**config.mk**
```make
export PLATFORM = sky130hd
export DESIGN_NAME = pmic_status_irq
export DESIGN_NICKNAME = d
export VERILOG_FILES = /design/src/pmic_status_pkg.sv /design/src/pmic_status_irq.sv
export SDC_FILE = /design/constraint.sdc
export NUM_CORES = 1
export LEC_CHECK = 0
export ABC_AREA = 1
export BUFFER_PORTS_ARGS = -buffer_cell sky130_fd_sc_hd__buf_2
export CORE_ASPECT_RATIO = 0.7
export CORE_UTILIZATION = 49
export CTS_CLUSTER_DIAMETER = 40
export DETAILED_ROUTE_END_ITERATION = 12
export GPL_TIMING_DRIVEN = 0
export PLACE_DENSITY_LB_ADDON = 0.2
export RECOVER_POWER = 100
export SYNTH_ARGS = -nofsm -noshare
export SYNTH_HDL_FRONTEND = slang
export SYNTH_SLANG_ARGS = --single-unit
```
**constraint.sdc**
```tcl
create_clock -name CORE_CLK -period 2.2 [get_ports CORE_CLK]
set_clock_uncertainty 0.2 [all_clocks]
set_input_delay 0 -clock CORE_CLK [delete_from_list [all_inputs] [get_ports CORE_CLK]]
set_output_delay 0 -clock CORE_CLK [all_outputs]
set_load 0.005 [all_outputs]
```
**src/pmic_status_pkg.sv**
```systemverilog
/*
  Constants shared by the status and event-gate register slice: register
  offsets, field positions, reset values and interrupt event layout.
  Assumes a 32-bit AXI4-Lite register bus with one register per aligned word.
*/
package pmic_status_pkg;

  // ==========================================================================
  // Register indices as printed; the byte address is four times the index.
  // ==========================================================================
  localparam logic [7:0] IDX_STEPDOWN_LIVE = 8'h26; // Step-down live state.
  localparam logic [7:0] IDX_STEPUP_LIVE = 8'h27; // Step-up live state.
  localparam logic [7:0] IDX_MONITOR_STATE = 8'h28; // Monitor input state.
  localparam logic [7:0] IDX_GATE_A = 8'h29; // Miscellaneous event gate A.
  localparam logic [7:0] IDX_GATE_REGRESET = 8'h2a; // Register-reset event gate.
  localparam logic [7:0] IDX_GATE_STEPDOWN = 8'h2b; // Step-down event gate.
  localparam logic [7:0] IDX_EVENT_FLAGS = 8'h30; // Latched event flags.
  localparam logic [7:0] IDX_THERMAL_RAW = 8'h31; // Raw thermal warning.

  localparam int ADDR_W = 10; // Byte address width on the bus.

  // ==========================================================================
  // Field positions.
  // ==========================================================================
  localparam int BIT_CONV_B_EN = 7; // Converter B enabled.
  localparam int BIT_CONV_B_PG = 6; // Converter B output valid.
  localparam int BIT_CONV_B_ILIM = 4; // Converter B at current limit.
  localparam int BIT_CONV_A_EN = 3; // Converter A enabled.
  localparam int BIT_CONV_A_PG = 2; // Converter A output valid.
  localparam int BIT_CONV_A_ILIM = 0; // Converter A at current limit.
  localparam int BIT_STEPUP_EN = 3; // Step-up enabled.
  localparam int BIT_STEPUP_PG = 2; // Step-up output valid.
  localparam int BIT_STEPUP_ILIM = 0; // Step-up at current limit.
  localparam int BIT_MON_B = 4; // Monitor B valid.
  localparam int BIT_MON_A = 2; // Monitor A valid.
  localparam int BIT_ANALOG = 0; // Analog supply valid.
  localparam int BIT_LOAD_MEAS_GATE = 7; // Load-measurement-ready gate.
  localparam int BIT_EXT_CLK_GATE = 3; // External clock detection gate.
  localparam int BIT_THERMAL_GATE = 1; // Thermal warning gate.
  localparam int BIT_REGRESET_GATE = 0; // Register-reset gate.

  // Event flag positions in the latched flag register.
  localparam int EV_LOAD_MEAS = 0; // Load measurement ready.
  localparam int EV_EXT_CLK = 1; // External clock detection.
  localparam int EV_THERMAL = 2; // Thermal warning.
  localparam int EV_REGRESET = 3; // Register reset.
  localparam int EV_CONV_A_ILIM = 4; // Converter A current limit.
  localparam int EV_CONV_B_ILIM = 5; // Converter B current limit.
  localparam int NUM_EVENTS = 6; // Number of event sources.

  // ==========================================================================
  // Writable bit masks and reset values.
  // ==========================================================================
  localparam logic [7:0] WMASK_GATE_A = 8'h8a; // Implemented bits of gate A.
  localparam logic [7:0] WMASK_GATE_REGRESET = 8'h01; // Implemented bits.
  localparam logic [7:0] WMASK_GATE_STEPDOWN = 8'hdd; // Implemented bits.
  localparam logic [7:0] RST_GATE_A = 8'h00; // Gate A reset value.
  localparam logic [7:0] RST_GATE_REGRESET = 8'h01; // Register-reset gate reset value.
  localparam logic [7:0] RST_GATE_STEPDOWN = 8'h00; // Step-down gate reset value.

  // AXI response codes.
  localparam logic [1:0] RESP_OKAY = 2'h0; // Normal completion.
  localparam logic [1:0] RESP_SLVERR = 2'h2; // Unmapped address.

endpackage

```
**src/pmic_status_irq.sv**
```systemverilog
/*
  Status and interrupt-gate register slice of a power-management device,
  reached over AXI4-Lite. Live status inputs are shown unlatched, gate
  registers take their power-up defaults from configuration memory, and
  latched event flags drive one level interrupt output.
  Assumes status inputs and event pulses are synchronous to CORE_CLK and that
  the configuration memory word is stable once OTP_VALID is high.
*/
// Chosen here: the AXI4-Lite interface to the registers.
`timescale 1ns/1ns
module pmic_status_irq
  import pmic_status_pkg::*;
(
  input wire logic CORE_CLK, // System clock, 100 MHz.
  input wire logic RST, // Asynchronous reset, active high.
  // AXI4-Lite slave.
  input wire logic [ADDR_W-1:0] S_AXI_AWADDR, // Write address.
  input wire logic S_AXI_AWVALID, // Write address valid.
  output logic S_AXI_AWREADY, // Write address ready.
  input wire logic [31:0] S_AXI_WDATA, // Write data.
  input wire logic [3:0] S_AXI_WSTRB, // Write byte strobes.
  input wire logic S_AXI_WVALID, // Write data valid.
  output logic S_AXI_WREADY, // Write data ready.
  output logic [1:0] S_AXI_BRESP, // Write response.
  output logic S_AXI_BVALID, // Write response valid.
  input wire logic S_AXI_BREADY, // Write response ready.
  input wire logic [ADDR_W-1:0] S_AXI_ARADDR, // Read address.
  input wire logic S_AXI_ARVALID, // Read address valid.
  output logic S_AXI_ARREADY, // Read address ready.
  output logic [31:0] S_AXI_RDATA, // Read data.
  output logic [1:0] S_AXI_RRESP, // Read response.
  output logic S_AXI_RVALID, // Read data valid.
  input wire logic S_AXI_RREADY, // Read data ready.
  // Live analog status, already synchronous.
  input wire logic CONV_A_ENABLED, // Step-down converter A enabled.
  input wire logic CONV_B_ENABLED, // Step-down converter B enabled.
  input wire logic CONV_A_OUTPUT_VALID, // Converter A output valid.
  input wire logic CONV_B_OUTPUT_VALID, // Converter B output valid.
  input wire logic CONV_A_AT_CURRENT_LIMIT, // Converter A at current limit.
  input wire logic CONV_B_AT_CURRENT_LIMIT, // Converter B at current limit.
  input wire logic STEPUP_ENABLED, // Step-up converter enabled.
  input wire logic STEPUP_OUTPUT_VALID, // Step-up output valid.
  input wire logic STEPUP_AT_CURRENT_LIMIT, // Step-up at current limit.
  input wire logic MONITOR_A_VALID, // External monitor A valid.
  input wire logic MONITOR_B_VALID, // External monitor B valid.
  input wire logic ANALOG_SUPPLY_VALID, // Analog supply valid.
  input wire logic DIE_ABOVE_WARNING, // Die temperature above warning level.
  // Event detections, one-cycle pulses.
  input wire logic LOAD_MEAS_READY_EVENT, // Load current measurement ready.
  input wire logic EXT_CLK_EVENT, // External clock detection change.
  input wire logic REGRESET_EVENT, // Registers were reset.
  // Configuration memory defaults.
  input wire logic OTP_VALID, // Configuration memory word is loaded.
  input wire logic [7:0] OTP_GATE_A, // Default for gate A.
  input wire logic [7:0] OTP_GATE_REGRESET, // Default for register-reset gate.
  input wire logic [7:0] OTP_GATE_STEPDOWN, // Default for step-down gate.
  output logic IRQ // Level interrupt, high while an enabled flag is set.
);

  // ==========================================================================
  // Declarations.
  // ==========================================================================
  logic [7:0] gate_a_q; // Miscellaneous event gate A.
  logic [7:0] gate_regreset_q; // Register-reset event gate.
  logic [7:0] gate_stepdown_q; // Step-down event gate.
  logic otp_done_q; // Defaults already taken from configuration memory.
  logic [NUM_EVENTS-1:0] flags_q; // Latched event flags.
  logic [NUM_EVENTS-1:0] flags_d; // Next value of the flags.
  logic [NUM_EVENTS-1:0] set_vec; // Events detected this cycle.
  logic [NUM_EVENTS-1:0] clr_vec; // Flags software clears this cycle.
  logic [NUM_EVENTS-1:0] gate_vec; // Gate bit of each event.
  logic thermal_q; // Previous raw thermal level.
  logic conv_a_ilim_q; // Previous converter A current-limit level.
  logic conv_b_ilim_q; // Previous converter B current-limit level.
  logic [ADDR_W-1:0] awaddr_q; // Captured write address.
  logic aw_held_q; // Write address captured.
  logic [31:0] wdata_q; // Captured write data.
  logic [3:0] wstrb_q; // Captured write strobes.
  logic w_held_q; // Write data captured.
  logic wr_go; // Both halves present, response channel free.
  logic [7:0] rd_word; // Decoded read value.
  logic rd_hit; // Read address is mapped.
  logic wr_hit; // Write address is mapped.
  logic [7:0] stepdown_live; // Assembled step-down status.
  logic [7:0] stepup_live; // Assembled step-up status.
  logic [7:0] monitor_live; // Assembled monitor status.

  // Word index of a byte address; low two bits are the byte lane.
  function automatic logic [7:0] word_index(input logic [ADDR_W-1:0] addr);
    word_index = addr[9:2];
  endfunction

  // Merge a byte-lane write into an 8-bit register through its writable mask.
  function automatic logic [7:0] merge_byte(input logic [7:0] old_v,
                                            input logic [7:0] new_v,
                                            input logic [7:0] wmask);
    merge_byte = (old_v & ~wmask) | (new_v & wmask);
  endfunction

  // ==========================================================================
  // Live status assembly.
  // ==========================================================================
  // Status bits pass straight through; reserved positions stay zero.
  always_comb begin
    stepdown_live = 8'h00;
    stepdown_live[BIT_CONV_B_EN] = CONV_B_ENABLED;
    stepdown_live[BIT_CONV_A_EN] = CONV_A_ENABLED;
    stepdown_live[BIT_CONV_B_PG] = CONV_B_OUTPUT_VALID;
    stepdown_live[BIT_CONV_A_PG] = CONV_A_OUTPUT_VALID;
    stepdown_live[BIT_CONV_B_ILIM] = CONV_B_AT_CURRENT_LIMIT;
    stepdown_live[BIT_CONV_A_ILIM] = CONV_A_AT_CURRENT_LIMIT;
    stepup_live = 8'h00;
    stepup_live[BIT_STEPUP_EN] = STEPUP_ENABLED;
    stepup_live[BIT_STEPUP_PG] = STEPUP_OUTPUT_VALID;
    stepup_live[BIT_STEPUP_ILIM] = STEPUP_AT_CURRENT_LIMIT;
    monitor_live = 8'h00;
    monitor_live[BIT_MON_B] = MONITOR_B_VALID;
    monitor_live[BIT_MON_A] = MONITOR_A_VALID;
    monitor_live[BIT_ANALOG] = ANALOG_SUPPLY_VALID;
  end

  // ==========================================================================
  // Write channel.
  // ==========================================================================
  // Address and data are taken independently, each held until the pair
  // completes, so the master may present them in either order.
  assign S_AXI_AWREADY = !aw_held_q;
  assign S_AXI_WREADY = !w_held_q;
  assign wr_go = aw_held_q && w_held_q && !S_AXI_BVALID;
  assign wr_hit = (word_index(awaddr_q) == IDX_GATE_A) ||
                  (word_index(awaddr_q) == IDX_GATE_REGRESET) ||
                  (word_index(awaddr_q) == IDX_GATE_STEPDOWN) ||
                  (word_index(awaddr_q) == IDX_EVENT_FLAGS) ||
                  (word_index(awaddr_q) == IDX_STEPDOWN_LIVE) ||
                  (word_index(awaddr_q) == IDX_STEPUP_LIVE) ||
                  (word_index(awaddr_q) == IDX_MONITOR_STATE) ||
                  (word_index(awaddr_q) == IDX_THERMAL_RAW);

  // Capture the write address.
  always_ff @(posedge CORE_CLK or posedge RST) begin
    if (RST) begin
      aw_held_q <= 1'b0;
      awaddr_q <= '0;
    end else if (S_AXI_AWVALID && !aw_held_q) begin
      aw_held_q <= 1'b1;
      awaddr_q <= S_AXI_AWADDR;
    end else if (wr_go) begin
      aw_held_q <= 1'b0;
    end
  end

  // Capture the write data and strobes.
  always_ff @(posedge CORE_CLK or posedge RST) begin
    if (RST) begin
      w_held_q <= 1'b0;
      wdata_q <= '0;
      wstrb_q <= '0;
    end else if (S_AXI_WVALID && !w_held_q) begin
      w_held_q <= 1'b1;
      wdata_q <= S_AXI_WDATA;
      wstrb_q <= S_AXI_WSTRB;
    end else if (wr_go) begin
      w_held_q <= 1'b0;
    end
  end

  // Write response; unmapped addresses answer with a slave error.
  always_ff @(posedge CORE_CLK or posedge RST) begin
    if (RST) begin
      S_AXI_BVALID <= 1'b0;
      S_AXI_BRESP <= RESP_OKAY;
    end else if (wr_go) begin
      S_AXI_BVALID <= 1'b1;
      S_AXI_BRESP <= wr_hit ? RESP_OKAY : RESP_SLVERR;
    end else if (S_AXI_BREADY) begin
      S_AXI_BVALID <= 1'b0;
    end
  end

  // ==========================================================================
  // Event gate registers.
  // ==========================================================================
  // Reset leaves the documented constants; once the configuration memory
  // reports a valid word, its defaults are loaded once. A software write in
  // the same cycle is overridden, which only happens during start-up.
  always_ff @(posedge CORE_CLK or posedge RST) begin
    if (RST) begin
      gate_a_q <= RST_GATE_A;
      gate_regreset_q <= RST_GATE_REGRESET;
      gate_stepdown_q <= RST_GATE_STEPDOWN;
      otp_done_q <= 1'b0;
    end else if (OTP_VALID && !otp_done_q) begin
      gate_a_q <= OTP_GATE_A & WMASK_GATE_A;
      gate_regreset_q <= OTP_GATE_REGRESET & WMASK_GATE_REGRESET;
      gate_stepdown_q <= OTP_GATE_STEPDOWN & WMASK_GATE_STEPDOWN;
      otp_done_q <= 1'b1;
    end else if (wr_go && wstrb_q[0]) begin
      if (word_index(awaddr_q) == IDX_GATE_A) begin
        gate_a_q <= merge_byte(gate_a_q, wdata_q[7:0], WMASK_GATE_A);
      end
      if (word_index(awaddr_q) == IDX_GATE_REGRESET) begin
        gate_regreset_q <= merge_byte(gate_regreset_q, wdata_q[7:0],
                                      WMASK_GATE_REGRESET);
      end
      if (word_index(awaddr_q) == IDX_GATE_STEPDOWN) begin
        gate_stepdown_q <= merge_byte(gate_stepdown_q, wdata_q[7:0],
                                      WMASK_GATE_STEPDOWN);
      end
    end
  end

  // ==========================================================================
  // Latched event flags and interrupt.
  // ==========================================================================
  // Level sources raise a flag on entry into their active condition.
  always_ff @(posedge CORE_CLK or posedge RST) begin
    if (RST) begin
      thermal_q <= 1'b0;
      conv_a_ilim_q <= 1'b0;
      conv_b_ilim_q <= 1'b0;
    end else begin
      thermal_q <= DIE_ABOVE_WARNING;
      conv_a_ilim_q <= CONV_A_AT_CURRENT_LIMIT;
      conv_b_ilim_q <= CONV_B_AT_CURRENT_LIMIT;
    end
  end

  // Detection is never gated; the gate acts only on the interrupt output.
  always_comb begin
    set_vec = '0;
    set_vec[EV_LOAD_MEAS] = LOAD_MEAS_READY_EVENT;
    set_vec[EV_EXT_CLK] = EXT_CLK_EVENT;
    set_vec[EV_THERMAL] = DIE_ABOVE_WARNING && !thermal_q;
    set_vec[EV_REGRESET] = REGRESET_EVENT;
    set_vec[EV_CONV_A_ILIM] = CONV_A_AT_CURRENT_LIMIT && !conv_a_ilim_q;
    set_vec[EV_CONV_B_ILIM] = CONV_B_AT_CURRENT_LIMIT && !conv_b_ilim_q;
    gate_vec = '0;
    gate_vec[EV_LOAD_MEAS] = gate_a_q[BIT_LOAD_MEAS_GATE];
    gate_vec[EV_EXT_CLK] = gate_a_q[BIT_EXT_CLK_GATE];
    gate_vec[EV_THERMAL] = gate_a_q[BIT_THERMAL_GATE];
    gate_vec[EV_REGRESET] = gate_regreset_q[BIT_REGRESET_GATE];
    gate_vec[EV_CONV_A_ILIM] = gate_stepdown_q[BIT_CONV_A_ILIM];
    gate_vec[EV_CONV_B_ILIM] = gate_stepdown_q[BIT_CONV_B_ILIM];
    clr_vec = '0;
    if (wr_go && wstrb_q[0] && word_index(awaddr_q) == IDX_EVENT_FLAGS) begin
      clr_vec = wdata_q[NUM_EVENTS-1:0];
    end
    // A new event in the clearing cycle wins over the clear.
    flags_d = (flags_q & ~clr_vec) | set_vec;
  end

  // Flag register update.
  always_ff @(posedge CORE_CLK or posedge RST) begin
    if (RST) begin
      flags_q <= '0;
    end else begin
      flags_q <= flags_d;
    end
  end

  // Interrupt comes from a flop so it never glitches on the way out.
  always_ff @(posedge CORE_CLK or posedge RST) begin
    if (RST) begin
      IRQ <= 1'b0;
    end else begin
      IRQ <= |(flags_d & ~gate_vec);
    end
  end

  // ==========================================================================
  // Read channel.
  // ==========================================================================
  // Status registers are decoded here only; writes to them touch nothing.
  always_comb begin
    rd_hit = 1'b1;
    rd_word = 8'h00;
    case (word_index(S_AXI_ARADDR))
      IDX_STEPDOWN_LIVE: rd_word = stepdown_live;
      IDX_STEPUP_LIVE: rd_word = stepup_live;
      IDX_MONITOR_STATE: rd_word = monitor_live;
      IDX_GATE_A: rd_word = gate_a_q;
      IDX_GATE_REGRESET: rd_word = gate_regreset_q;
      IDX_GATE_STEPDOWN: rd_word = gate_stepdown_q;
      IDX_EVENT_FLAGS: rd_word = {{(8-NUM_EVENTS){1'b0}}, flags_q};
      IDX_THERMAL_RAW: rd_word = {7'h00, DIE_ABOVE_WARNING};
      default: rd_hit = 1'b0;
    endcase
  end

  assign S_AXI_ARREADY = !S_AXI_RVALID;

  // Read data is registered on the same edge that takes the address.
  always_ff @(posedge CORE_CLK or posedge RST) begin
    if (RST) begin
      S_AXI_RVALID <= 1'b0;
      S_AXI_RDATA <= '0;
      S_AXI_RRESP <= RESP_OKAY;
    end else if (S_AXI_ARVALID && !S_AXI_RVALID) begin
      S_AXI_RVALID <= 1'b1;
      S_AXI_RDATA <= {24'h000000, rd_word};
      S_AXI_RRESP <= rd_hit ? RESP_OKAY : RESP_SLVERR;
    end else if (S_AXI_RREADY) begin
      S_AXI_RVALID <= 1'b0;
    end
  end

endmodule

```
==> results.ini <==
[worst_hold_path]
min_path_type=in -> reg
min_from=S_AXI_ARADDR[8]
hold_path_depth=8
hold_path_end=S_AXI_RDATA[1]

[detailed_routing]
antenna_left=0
routed-via-count=2783
drt_wl_total_mm=7.38
drc_errors=0
avgRoutedWirePerCell_um=12.6
vias_per_cell=4.77
drt-initial-drc-count=185
drt_pass1_iterations=5

[critical_path]
crit_path_end_kind=register
start_kind=primary input
rr_startpoint=S_AXI_BVALID
cp_max_fo=4
rr_endpoint=gate_stepdown_q[2]
worstPathRequired_ns=2.19
crit_arrival_ns=2.10
rr_worst_depth=6
path_class=in -> reg
ff2ff_setup_slack_ns=0.20

[status]
status=complete, no violations

[synthesis]
synth_cell_types=29
ys_top_cells_by_area=dfrtp_1, nand2_1, buf_4, inv_1, nor2_1
yosys.area.top_type=dfrtp_1
syn_inst=344
synth.cell_area_um2=2790
yosysWarningCount=0
synth_top_area_share=0.458
ys_ff_latch=52
seq_area_frac_synth=0.467
avgSynthCellArea_um2=8.10

[clocking]
cts_sinks=52
htreeDepth=2
cts_tree=done
cts-buffers-inserted=5
clock_path_buffers=2
cts_setup_buffers=0
clock_latency_ns=0.31
root_buffer=clkbuf_8
path_clk_slew_ns=0.09

[placed_design]
portBuffers=74
placed_cell_area_um2=3360
gp_congestion=0.898
dp.cells=516
hpwl_mm=5.02

[grt]
grt_start_max_net_pins=41
antenna_found_initial=0
grt_pass1_vias=2466
grt-ovfl-total=0
grt.total_usage=0.256
grt_pass1_wl_mm=11.7

[floorplanning]
fp.dieH_um=65.1
core_um2=5370
die_area_um2=6000
start_util=0.519
rows=22
ios=146
fp.dieW_um=92.1

[power_and_ir_drop]
power_density_nw_per_um2=721
worst_ir_drop_vdd_mv=0.514
power.leakage_nw=2.12

[timing]
relSlewSlack=0.662
fin_tns_setup_ns=0
setup_violations=0
drv_slew=0
clock.fmax_ghz=0.472
finalCriticalPeriod_ns=2.12
finalHoldViolCount=0
fin_crit_sh=0.962
worst_pin_slew_ns=0.507

[cells_and_area]
drive_gt1_frac=0.248
utilization=0.751
nets=615
diodes=0
layout_common_cells=nand2_1, buf_2, dlygate4sd3_1
final_common_cell=nand2_1
final_cells=584
area_delta_synth_final_pct=44.6
design_area_um2=4030

[job]
cap_viol_max_count=0

[Yosys cell counts (all sizes together)]
| master | n |
|---|---|
| a21oi | 20 |
| a31oi | 1 |
| buf | 29 |
| clkbuf | 3 |
| clkinv | 1 |
| conb | 1 |
| dfrtp | 51 |
| dfstp | 1 |
| inv | 48 |
| mux2 | 6 |
| nand2 | 72 |
| nand3 | 21 |
| nand4 | 12 |
| nor2 | 41 |
| nor3 | 2 |
| nor3b | 1 |
| o211ai | 6 |
| o21ai | 23 |
| o221ai | 1 |
| o22ai | 1 |
| or2 | 3 |
[report_power, final]
part	total [mW]	switching, mW	internal (mW)
clock network	0.522	0.298	0.224
registers	1.37	0.158	1.21
logic	1.01	0.554	0.459
[flip-flops by register name (all words and copies together), names as in the netlist, 3 cells and up]
name             count
S_AXI_RDATA          8
awaddr_q             8
flags_q              6
gate_a_q             3
gate_stepdown_q      6
wdata_q              8
[metal layers]
layer / track usage / part of all wire / vias up / wire, um
met5: 0 / 0 / - / 0
met4: 0.0625 / 0.011 / 0 / 82
met3: 0.0405 / 0.055 / 12 / 406
met2: 0.419 / 0.47 / 104 / 3460
met1: 0.361 / 0.47 / 1289 / 3430
li1: - / - / 1378 / -
[metrics by stage]
| step | power (mW) | setup slack [ns] | hold slack, ns |
|---|---|---|---|
| detailed placement | 2.27 | 0.509 | -0.241 |
| finish | 2.91 | 0.0828 | 0.0403 |
| global route | 3.10 | -0.00739 | 0.0815 |
| floorplan | 1.98 | 0.712 | -0.169 |
| CTS | 2.91 | 0.178 | 0.0349 |
| global placement | 2.23 | 0.0934 | -0.0695 |
[worst max-delay path by stage]
stage	end	cells after the start	slack [ns]	startpoint
final	S_AXI_RDATA[2]	12	0.08	S_AXI_ARADDR[4]
after global routing	S_AXI_RDATA[0]	12	-0.007	S_AXI_ARADDR[4]
after CTS	S_AXI_RDATA[2]	10	0.18	S_AXI_ARADDR[4]
after detailed placement	IRQ	10	0.51	S_AXI_BVALID
after global placement	S_AXI_RDATA[6]	2	0.09	RST
after floorplan	gate_stepdown_q[2]	6	0.71	S_AXI_BVALID
[what timing repair did]
action / CTS / global route
endpoints found under the setup margin: 0 / 2
hold buffers: 60 / 0
endpoints found under the hold margin: 101 / 0
gates resized for setup: 0 / 4
[cells by family (layout without fill, tap and decap cells)]
kind of cell           after synthesis  count (layout)  share of synthesized area
flip-flops                          52              52                      0.467
buffers and inverters               81             224                      0.149
AND/OR/NAND/NOR                    152             152                      0.257
AO/OA/AOI/OAI                       52              52                      0.101
other                                1              26                    0.00135
multiplexers                         6               6                     0.0242
[cell type report]
class	instances	area, um^2
Inverter	49	184
Buffer	32	229
Clock inverter	1	5.00
Timing Repair Buffer	135	981
Fill cell	408	1340
Clock buffer	7	76.3
Tap cell	72	90.1
Sequential cell	52	1300
Multi-Input combinational cell	236	1160
[worst max-delay path, stage by stage]
cell,delay (ns)
dlygate4sd3_1,0.53
buf_2,0.12
inv_1,0.07
nand2_1,0.09
inv_1,0.08
nand2_1,0.16
nor2_2,0.06
nand2_1,0.07
nand3_1,0.07
dlygate4sd3_1,0.56
o21ai_0,0.21
nand2_1,0.09
No activity file was read; power rests on OpenSTA's default activity.
